[config.mk]
export PLATFORM = sky130hd
export DESIGN_NAME = event_ctrl
export DESIGN_NICKNAME = d
export VERILOG_FILES = /design/src/hw/event_ctrl_pkg.sv /design/src/hw/event_ctrl.sv
export VERILOG_INCLUDE_DIRS = /design/src /design/src/hw
export SDC_FILE = /design/constraint.sdc
export NUM_CORES = 1
export LEC_CHECK = 0
export ABC_AREA = 1
export ABC_CLOCK_PERIOD_IN_PS = 3450
export BUFFER_PORTS_ARGS = -buffer_cell sky130_fd_sc_hd__buf_2
export CELL_PAD_IN_SITES_DETAIL_PLACEMENT = 1
export CELL_PAD_IN_SITES_GLOBAL_PLACEMENT = 1
export CORE_MARGIN = 3
export CORE_UTILIZATION = 35
export DETAILED_ROUTE_END_ITERATION = 10
export GPL_ROUTABILITY_DRIVEN = 0
export PLACE_DENSITY = 0.65
export SETUP_SLACK_MARGIN = 0.4
export SLEW_MARGIN = 10
export SYNTH_ARGS = -nofsm -noshare
export SYNTH_HDL_FRONTEND = slang
export SYNTH_SLANG_ARGS = --single-unit
[constraint.sdc]
create_clock -name mclk -period 3.45 [get_ports mclk]
set_input_delay 0.69 -clock mclk [delete_from_list [all_inputs] [get_ports mclk]]
set_output_delay 0.69 -clock mclk [all_outputs]
set_load 0.01 [all_outputs]
[src/hw/event_ctrl_consts.svh]
// Constants for the two-stage event controller: register addresses, reset
// values, event positions and default level mapping.
// Assumes inclusion by bare name from the package and the design file.
`ifndef EVENT_CTRL_CONSTS_SVH
`define EVENT_CTRL_CONSTS_SVH

// ----------------------------------------------------------------------
// Register addresses on the core register port
// ----------------------------------------------------------------------
`define ADDR_CORE_LATCH 3'h0
`define ADDR_CORE_MASK 3'h1
`define ADDR_CORE_PENDING 3'h2
`define ADDR_SYS_MASK 3'h3
`define ADDR_SYS_STATUS 3'h4
`define ADDR_SYS_WAKEUP 3'h5
`define ADDR_ASSIGN 3'h6
`define ADDR_GLOBAL 3'h7

// ----------------------------------------------------------------------
// Reset values
// ----------------------------------------------------------------------
`define RST_WORD 32'h0000_0000
`define RST_GLOBAL_EN 1'h0

// ----------------------------------------------------------------------
// Event positions, 0 highest priority
// ----------------------------------------------------------------------
`define EV_EMU 5'h00
`define EV_RST 5'h01
`define EV_NMI 5'h02
`define EV_EXC 5'h03
`define EV_HWERR 5'h05
`define EV_TMR 5'h06
`define EV_GEN_LO 5'h07
`define EV_GEN_HI 5'h0f
`define EV_NONE 5'h1f
`define GEN_MASK 32'h0000_ff80

// ----------------------------------------------------------------------
// Default level per source: 0..14 level 7, 15..16 level 8, 17..24 level 9,
// 25..27 level 10, 28..29 level 11, 30 level 12, 31 level 13; 32 sources: 15 err, 2 rtc/ppi, 8 sport, 3 spi/uart
// ----------------------------------------------------------------------
`define SRC_LVL8_FIRST 6'h0f
`define SRC_LVL9_FIRST 6'h11
`define SRC_LVL10_FIRST 6'h19
`define SRC_LVL11_FIRST 6'h1c
`define SRC_LVL12_FIRST 6'h1e
`define SRC_LVL13_FIRST 6'h1f
`define LVL_7 4'h7
`define LVL_8 4'h8
`define LVL_9 4'h9
`define LVL_10 4'ha
`define LVL_11 4'hb
`define LVL_12 4'hc
`define LVL_13 4'hd

`endif

[src/hw/event_ctrl_pkg.sv]
// Types shared by the two-stage event controller.
// Assumes the constants header sits beside this file.
`include "event_ctrl_consts.svh"

package event_ctrl_pkg;
    typedef logic [31:0] word_t;
    typedef logic [2:0] reg_addr_t;
    typedef logic [3:0] level_t;
    typedef logic [4:0] event_idx_t;
    // Dispatch sequencer states, one-hot
    typedef enum logic [1:0]
    {
        IDLE_ST = 2'b01,
        ISSUE_ST = 2'b10
    } disp_state_t;
endpackage

[src/hw/event_ctrl.sv]
// Two-stage event controller: system stage routes 32 peripheral sources onto
// nine general levels; core stage latches, masks, prioritises and nests.
// Assumes a supervisor-qualified register port from the core and level
// inputs synchronous to mclk except the source and nmi pins.
`timescale 1ns/1ns
`include "event_ctrl_consts.svh"

// Function
// - Nine general levels 7-15 plus dedicated events
// - Fixed priority, event 0 highest
// - Programmable source-to-level assignment registers
// - Default source mapping onto levels 7-13
// - Latch bit set on event, auto-cleared on acceptance
// - Latch clear only supervisor, only masked events
// - Core mask bit gates servicing
// - Global enable/disable of general levels
// - Pending register tracks active/nested events
// - Core registers are 32 bits wide
// - System mask, status, wakeup 32 bits
// - System mask bit gates peripheral event
// - Status bit mirrors peripheral request level
// - Enabled source wakes idle core
// - Shared levels tolerate simultaneous pulses
// - Pending bit acts as system acknowledgement
// - Rising edge detected in two cycles
// - Latch clears when pending sets
// - Next edge queued once pending set
// - At least three cycles edge to pending
// - Nesting; higher priority preempts lower
// - Nonmaskable from watchdog or external pin
module event_ctrl
(
    input wire logic mclk,
    input wire logic rst_b,
    input wire event_ctrl_pkg::word_t src_irq,
    input wire logic emu_req,
    input wire logic exc_req,
    input wire logic hwerr_req,
    input wire logic tmr_req,
    input wire logic nmi_pin,
    input wire logic wdog_nmi,
    input wire logic soft_raise,
    input wire event_ctrl_pkg::event_idx_t soft_level,
    input wire logic reg_wr,
    input wire logic reg_rd,
    input wire logic supervisor,
    input wire event_ctrl_pkg::reg_addr_t reg_addr,
    input wire event_ctrl_pkg::word_t reg_wdata,
    input wire logic global_en_instr,
    input wire logic global_dis_instr,
    input wire logic event_return,
    input wire logic core_idle,
    output event_ctrl_pkg::word_t reg_rdata,
    output logic event_take,
    output event_ctrl_pkg::event_idx_t event_id,
    output logic wake_core
);
    import event_ctrl_pkg::*;

    // ------------------------------------------------------------------
    // State
    // ------------------------------------------------------------------
    typedef struct packed
    {
        word_t s1;           // Source pin synchroniser stages
        word_t s2;
        word_t s3;
        word_t sstat;        // Filtered source levels
        logic [2:0] n1;      // NMI pin/emu/exc... synchroniser, nmi only
        word_t gen_d1;       // General level edge detector stages
        word_t gen_d2;
        word_t latch;
        word_t mask;
        word_t pend;
        word_t smask;
        word_t swake;
        logic [127:0] assign_lvl; // 4 bits per source
        logic [4:0] asg_ptr; // Assignment write pointer
        logic glob_en;
        disp_state_t st;
        event_idx_t sel;
        word_t rdata;
        logic take;
        event_idx_t id;
        logic wake;
    } state_t;

    state_t cur_reg;
    state_t cur_next;

    // Default level of one source
    function automatic level_t dflt_level(input int unsigned i);
        level_t l;
        l = `LVL_7;
        if (i >= `SRC_LVL8_FIRST) l = `LVL_8;
        if (i >= `SRC_LVL9_FIRST) l = `LVL_9;
        if (i >= `SRC_LVL10_FIRST) l = `LVL_10;
        if (i >= `SRC_LVL11_FIRST) l = `LVL_11;
        if (i >= `SRC_LVL12_FIRST) l = `LVL_12;
        if (i >= `SRC_LVL13_FIRST) l = `LVL_13;
        return l;
    endfunction

    // Whole default table as a constant, so the async reset loads only constants
    function automatic logic [127:0] dflt_all();
        logic [127:0] v;
        v = '0;
        for (int i = 0; i < 32; i++)
            v[i*4 +: 4] = dflt_level(i);
        return v;
    endfunction

    localparam logic [127:0] dflt_assign = dflt_all();

    // ------------------------------------------------------------------
    // System stage routing
    // ------------------------------------------------------------------
    word_t gen_in;
    genvar gi;
    generate
        // OR of unmasked sources per level; several at once just merge
        for (gi = 0; gi < 32; gi++)
        begin : g_lvl
            logic hit;
            always_comb
            begin
                hit = 1'b0;
                for (int s = 0; s < 32; s++)
                begin
                    if (cur_reg.sstat[s] && cur_reg.smask[s] &&
                        cur_reg.assign_lvl[s*4 +: 4] == 4'(gi) &&
                        gi >= `EV_GEN_LO && gi <= `EV_GEN_HI)
                        hit = 1'b1;
                end
            end
            assign gen_in[gi] = hit;
        end
    endgenerate

    // ------------------------------------------------------------------
    // Next-state logic
    // ------------------------------------------------------------------
    word_t raw_ev;
    word_t cand;
    word_t taken;
    event_idx_t best;
    event_idx_t top_pend;
    logic found;

    always_comb
    begin
        cur_next = cur_reg;
        // Dispatch strobe is a one-cycle pulse unless reissued
        cur_next.take = 1'b0;
        taken = `RST_WORD;
        // Source synchroniser: accept change when stages 2 and 3 agree
        cur_next.s1 = src_irq;
        cur_next.s2 = cur_reg.s1;
        cur_next.s3 = cur_reg.s2;
        for (int i = 0; i < 32; i++)
        begin
            if (cur_reg.s2[i] == cur_reg.s3[i])
                cur_next.sstat[i] = cur_reg.s3[i];
        end
        // NMI pin synchroniser; counts high once stages two and three agree
        cur_next.n1 = {cur_reg.n1[1:0], nmi_pin};
        // Two-cycle rising edge detection on general levels
        cur_next.gen_d1 = gen_in;
        cur_next.gen_d2 = cur_reg.gen_d1;
        raw_ev = cur_reg.gen_d1 & ~cur_reg.gen_d2 & `GEN_MASK;
        raw_ev[`EV_EMU] = emu_req;
        raw_ev[`EV_EXC] = exc_req;
        raw_ev[`EV_HWERR] = hwerr_req;
        raw_ev[`EV_TMR] = tmr_req;
        raw_ev[`EV_NMI] = (cur_reg.n1[1] & cur_reg.n1[2]) | wdog_nmi;
        if (soft_raise && soft_level >= `EV_GEN_LO && soft_level <= `EV_GEN_HI)
            raw_ev[soft_level] = 1'b1;
        // Highest-priority unmasked latched event
        cand = cur_reg.latch & cur_reg.mask;
        cand[`EV_EMU] = cur_reg.latch[`EV_EMU];
        cand[`EV_NMI] = cur_reg.latch[`EV_NMI];
        cand[`EV_EXC] = cur_reg.latch[`EV_EXC];
        if (!cur_reg.glob_en)
            cand = cand & ~`GEN_MASK;
        best = `EV_NONE;
        found = 1'b0;
        for (int i = 15; i >= 0; i--)
        begin
            if (cand[i])
            begin
                best = 5'(i);
                found = 1'b1;
            end
        end
        // Highest-priority pending event gates dispatch and is ended by a return
        top_pend = `EV_NONE;
        for (int i = 15; i >= 0; i--)
        begin
            if (cur_reg.pend[i])
                top_pend = 5'(i);
        end
        // Dispatch sequencer: pick then issue, one event per two cycles
        case (cur_reg.st)
            IDLE_ST:
            begin
                if (found && best < top_pend)
                begin
                    cur_next.sel = best;
                    cur_next.st = ISSUE_ST;
                end
            end
            ISSUE_ST:
            begin
                taken[cur_reg.sel] = 1'b1;
                cur_next.take = 1'b1;
                cur_next.id = cur_reg.sel;
                cur_next.st = IDLE_ST;
            end
            default: cur_next.st = IDLE_ST;
        endcase
        // Pending: set on acceptance; a return ends the innermost handler,
        // which is always the highest-priority pending event
        cur_next.pend = cur_reg.pend | taken;
        if (event_return && top_pend != `EV_NONE)
            cur_next.pend[top_pend] = 1'b0;
        // Latch: clear on acceptance, set wins so next edge is queued
        cur_next.latch = cur_reg.latch & ~taken;
        if (reg_wr && supervisor && reg_addr == `ADDR_CORE_LATCH)
            cur_next.latch = cur_next.latch & (reg_wdata | cur_reg.mask);
        // New events OR in last, so an edge in the clearing cycle survives
        cur_next.latch = cur_next.latch | raw_ev;
        // Global enable instructions
        if (global_en_instr)
            cur_next.glob_en = 1'b1;
        else if (global_dis_instr)
            cur_next.glob_en = 1'b0;
        // Register writes, supervisor only
        if (reg_wr && supervisor)
        begin
            case (reg_addr)
                `ADDR_CORE_MASK: cur_next.mask = reg_wdata;
                `ADDR_SYS_MASK: cur_next.smask = reg_wdata;
                `ADDR_SYS_WAKEUP: cur_next.swake = reg_wdata;
                `ADDR_ASSIGN:
                begin
                    // Data [3:0] is the level for the source in [12:8]
                    cur_next.assign_lvl[reg_wdata[12:8]*4 +: 4] = reg_wdata[3:0];
                    cur_next.asg_ptr = reg_wdata[12:8];
                end
                default: ;
            endcase
        end
        // Register reads, supervisor only; others read zero
        cur_next.rdata = `RST_WORD;
        if (reg_rd && supervisor)
        begin
            case (reg_addr)
                `ADDR_CORE_LATCH: cur_next.rdata = cur_reg.latch;
                `ADDR_CORE_MASK: cur_next.rdata = cur_reg.mask;
                `ADDR_CORE_PENDING: cur_next.rdata = cur_reg.pend;
                `ADDR_SYS_MASK: cur_next.rdata = cur_reg.smask;
                `ADDR_SYS_STATUS: cur_next.rdata = cur_reg.sstat;
                `ADDR_SYS_WAKEUP: cur_next.rdata = cur_reg.swake;
                `ADDR_ASSIGN: cur_next.rdata = {27'(0),
                    cur_reg.assign_lvl[cur_reg.asg_ptr*4 +: 4] == 4'h0 ? 1'b0 : 1'b1,
                    cur_reg.assign_lvl[cur_reg.asg_ptr*4 +: 4]};
                `ADDR_GLOBAL: cur_next.rdata = {31'(0), cur_reg.glob_en};
                default: cur_next.rdata = `RST_WORD;
            endcase
        end
        // Wake-up: enabled source active while core idles
        cur_next.wake = core_idle && |(cur_reg.sstat & cur_reg.swake);
    end

    // ------------------------------------------------------------------
    // State register; async reset to idle with no event pending
    // ------------------------------------------------------------------
    always_ff @(posedge mclk or negedge rst_b)
    begin
        if (!rst_b)
        begin
            // Everything clears except the assignment table and idle codes
            cur_reg <= '0;
            cur_reg.assign_lvl <= dflt_assign;
            cur_reg.st <= IDLE_ST;
            cur_reg.sel <= `EV_NONE;
            cur_reg.id <= `EV_NONE;
            cur_reg.glob_en <= `RST_GLOBAL_EN;
        end
        else
        begin
            cur_reg <= cur_next;
        end
    end

    assign reg_rdata = cur_reg.rdata;
    assign event_take = cur_reg.take;
    assign event_id = cur_reg.id;
    assign wake_core = cur_reg.wake;
endmodule // event_ctrl

==> impl_metrics.sql <==
INSERT INTO impl_metrics (metric_group, metric, value, unit) VALUES
('outcome', 'run_status', 'complete, no violations', ''),
('finish', 'finalInstanceArea', '27300', 'sq um'),
('critical_path', 'path_class', 'reg2reg', ''),
('sta', 'timing.fmax', '346', 'MHz'),
('sta', 'setup_ws', '0.559', 'ns'),
('route', 'drt-total-wl', '99400', 'um'),
('synth', 'asyncSetResetFlopFracSynth', '100', '%'),
('run', 'cap_violations', '0', ''),
('synth', 'synth.avg_cell_area', '8.40', 'sq um'),
('floorplanning', 'fp.coreArea', '66100', 'sq um'),
('global_route', 'grt_remaining_overflow', '0', ''),
('synth', 'yosys_warnings', '0', ''),
('finish', 'largest_register_ff_count', '375', ''),
('sta', 'finalHoldWorstSlack', '0.00582', 'ns'),
('critical_path', 'slowest_stage', 'dfrtp_1', ''),
('critical_path', 'cp-end-kind', 'flip-flop', ''),
('sta', 'clock-skew-final', '0.0416', 'ns'),
('global_route', 'gr-usage-all-layers', '28.1', '%'),
('clock_tree', 'root_buffer', 'clkbuf_16', ''),
('synth', 'most_frequently_used_flop_master_after_synthesis', 'dfrtp_1', ''),
('floorplanning', 'die_area', '70200', 'sq um'),
('clock_tree', 'ctsHtreeMaxLevel', '2', ''),
('route', 'drt_iter0_markers', '2007', ''),
('global_route', 'grt_first_pass_wirelength', '148000', 'um'),
('critical_path', 'worstPathRequired', '4.03', 'ns'),
('floorplanning', 'design.portCount', '127', ''),
('finish', 'fin_util', '41.3', '%'),
('critical_path', 'timing.critical_path.arrival', '3.47', 'ns'),
('pwr', 'static-leakage-power', '12.0', 'nW'),
('synth', 'postSynthNetCount', '2886', ''),
('synth', 'number_of_enable_type_register_cells_in_the_synthesized_netlist', '0', ''),
('place', 'dp_worst_setup_slack', '0.0455', 'ns'),
('synth', 'synth_area', '23500', 'sq um'),
('global_route', 'grt_max_degree', '103', ''),
('critical_path', 'worstPathCellList', 'buf_4, nand3_1, nand2_1, nor2_1, and3_1, ha_1, a2111o_1, nor3_1, nand2_1, inv_1, nor2_1', ''),
('clock_tree', 'clock-sinks', '489', ''),
('finish', 'num-nets-final', '3022', ''),
('critical_path', 'worst_setup_path_start_kind', 'flip-flop', ''),
('sta', 'finalHoldViolations', '0', ''),
('sta', 'post-route-min-period', '2.89', 'ns'),
('finish', 'multi_input_logic_area', '9290', 'sq um'),
('synth', 'yosys.cell_types.count', '58', ''),
('floorplanning', 'dieHeight', '265', 'um'),
('synth', 'synth_sequential_area_ratio', '52.7', '%'),
('floorplanning', 'placementRows', '94', ''),
('sta', 'maxSlewViolCount', '0', ''),
('route', 'first_pass_iters', '5', ''),
('route', 'drt-vias-per-instance', '5.71', ''),
('sta', 'grt_setup_unrepaired', 'true', ''),
('place', 'dpl.cell_count', '3735', ''),
('clock_tree', 'clk_transition_reported_paths', '0.07', 'ns'),
('clock_tree', 'clock_path_buffers', '3', ''),
('global_route', 'grt_antenna_before_repair', '4', ''),
('route', 'ant_nets', '0', ''),
('sta', 'setup-tns-final', '0', 'ns'),
('route', 'dr_total_vias', '22000', ''),
('clock_tree', 'hold_buffers', '0', ''),
('floorplanning', 'width_of_the_die', '265', 'um'),
('finish', 'syn_to_final_growth', '16.3', '%'),
('sta', 'period_share', '83.8', '%'),
('place', 'portBuffers', '126', ''),
('finish', 'nFillCells', '7872', ''),
('pwr', 'fin_total_pwr', '16.0', 'mW'),
('floorplanning', 'initial_cell_density_of_the_core', '35.5', '%'),
('pwr', 'largest_vdd_supply_drop', '0.393', 'mV'),
('finish', 'final-instance-count-excl-fill', '3844', ''),
('finish', 'area.sequential', '12400', 'sq um'),
('clock_tree', 'clock_latency_late_sink', '0.64', 'ns'),
('clock_tree', 'post_cts_resize_count', '1', ''),
('finish', 'fraction_of_final_layout_cells_with_drive_strength_greater_than_1', '13.9', '%'),
('sta', 'final-setup-viol-count', '0', '');
-- cell type report --
cell class,count,area share [%]
Clock inverter,22,1.36
Multi-Input combinational cell,1839,34.1
Timing Repair Buffer,195,4.48
Sequential cell,489,45.3
Antenna cell,5,0.0459
Tap cell,864,3.96
Clock buffer,82,6.01
Inverter,348,4.79
-- layer usage --
layer  global-route usage [%]  vias up  wire length, um
met5                        0        -               26
met4                     13.5        4             5650
met3                     5.56      233             7080
met2                     46.1      852            46200
met1                     35.8    11100            40500
li1                         -     9739                -
-- kinds of logic (layout without fill, tap and decap cells) --
logic type                 count (synthesis)  count (layout)  share of synthesized area (%)
and+or+nand+nor                         1095            1095                           19.6
AOI/OAI and AO/OA                        704             704                           17.9
DFF                                      489             489                           52.7
buffers and inverters                    464             647                           8.02
adders and majority gates                 38              38                           1.69
xor gates and xnor gates                   1               1                         0.0373
muxes                                      1               1                         0.0480
other                                      0               5                              0
-- worst paths after layout --
| path | slack (ns) | start | end |
|---|---|---|---|
| max | 0.56 | cur_reg[46] | cur_reg[43] |
| min | 0.006 | rst_b | reg_rdata[24] |
| max reg2reg | 0.56 | cur_reg[46] | cur_reg[43] |
| min reg2reg | 0.35 | cur_next[501] | cur_next[469] |
| max in group asynchronous | 2.38 | rst_b | cur_reg[94] |
| min in group mclk | 0.16 | src_irq[28] | cur_next[499] |
-- worst max-delay path, delay by kind of cell, from the launching register on --
kind | cells | cell delay [ns]
buffers and inverters | 2 | 0.40
AO/OA/AOI/OAI | 1 | 0.38
AND/OR/NAND/NOR | 7 | 1.23
flip-flops | 1 | 0.55
adder cells (fa/ha/maj) | 1 | 0.26
-- synth_stat cells, drive strengths merged, types with 3 or more instances --
library cell	n	area [sq um]
a311oi	4	35.0
maj3	32	320
o311ai	5	43.8
o21ai	330	1650
a32o	8	80.1
nand4	24	150
o221ai	9	78.8
dfstp	91	2390
o32ai	11	96.3
nand3	115	586
nor2	222	838
a21oi	125	626
a31oi	31	194
o22ai	48	300
a22oi	19	143
clkbuf	76	285
nand3b	4	30.0
buf	40	290
o31ai	10	75.1
a41oi	3	26.3
o2111ai	7	61.3
a211oi	5	37.5
o21bai	4	30.0
o41ai	4	35.0
nand2	610	2290
nor4	43	284
a221oi	42	368
a22o	6	52.6
inv	346	1300
ha	6	75.1
dfrtp	398	9960
o211ai	22	165
nor3	70	383
-- where the power goes --
group | switching, mW | total, mW | internal, mW
logic | 1.90 | 2.71 | 0.806
clock network | 2.53 | 6.43 | 3.90
registers | 0.564 | 6.89 | 6.32
total | 5.00 | 16.0 | 11.0
-- layout by cell type, fill, tap and decap left out, drive strengths merged, types with 5 or more instances in the layout --
cell,n
a211oi,5
a21oi,125
a221oi,42
a22o,6
a22oi,19
a31oi,31
a32o,8
buf,195
bufinv,8
clkbuf,82
clkinv,13
dfrtp,398
dfstp,91
diode,5
ha,6
inv,347
maj3,32
nand2,610
nand3,115
nand4,24
nor2,222
nor3,70
nor4,43
o2111ai,7
o211ai,22
o21ai,330
o221ai,9
o22ai,48
o311ai,5
o31ai,10
o32ai,11
No activity file was read; power rests on OpenSTA's default activity.
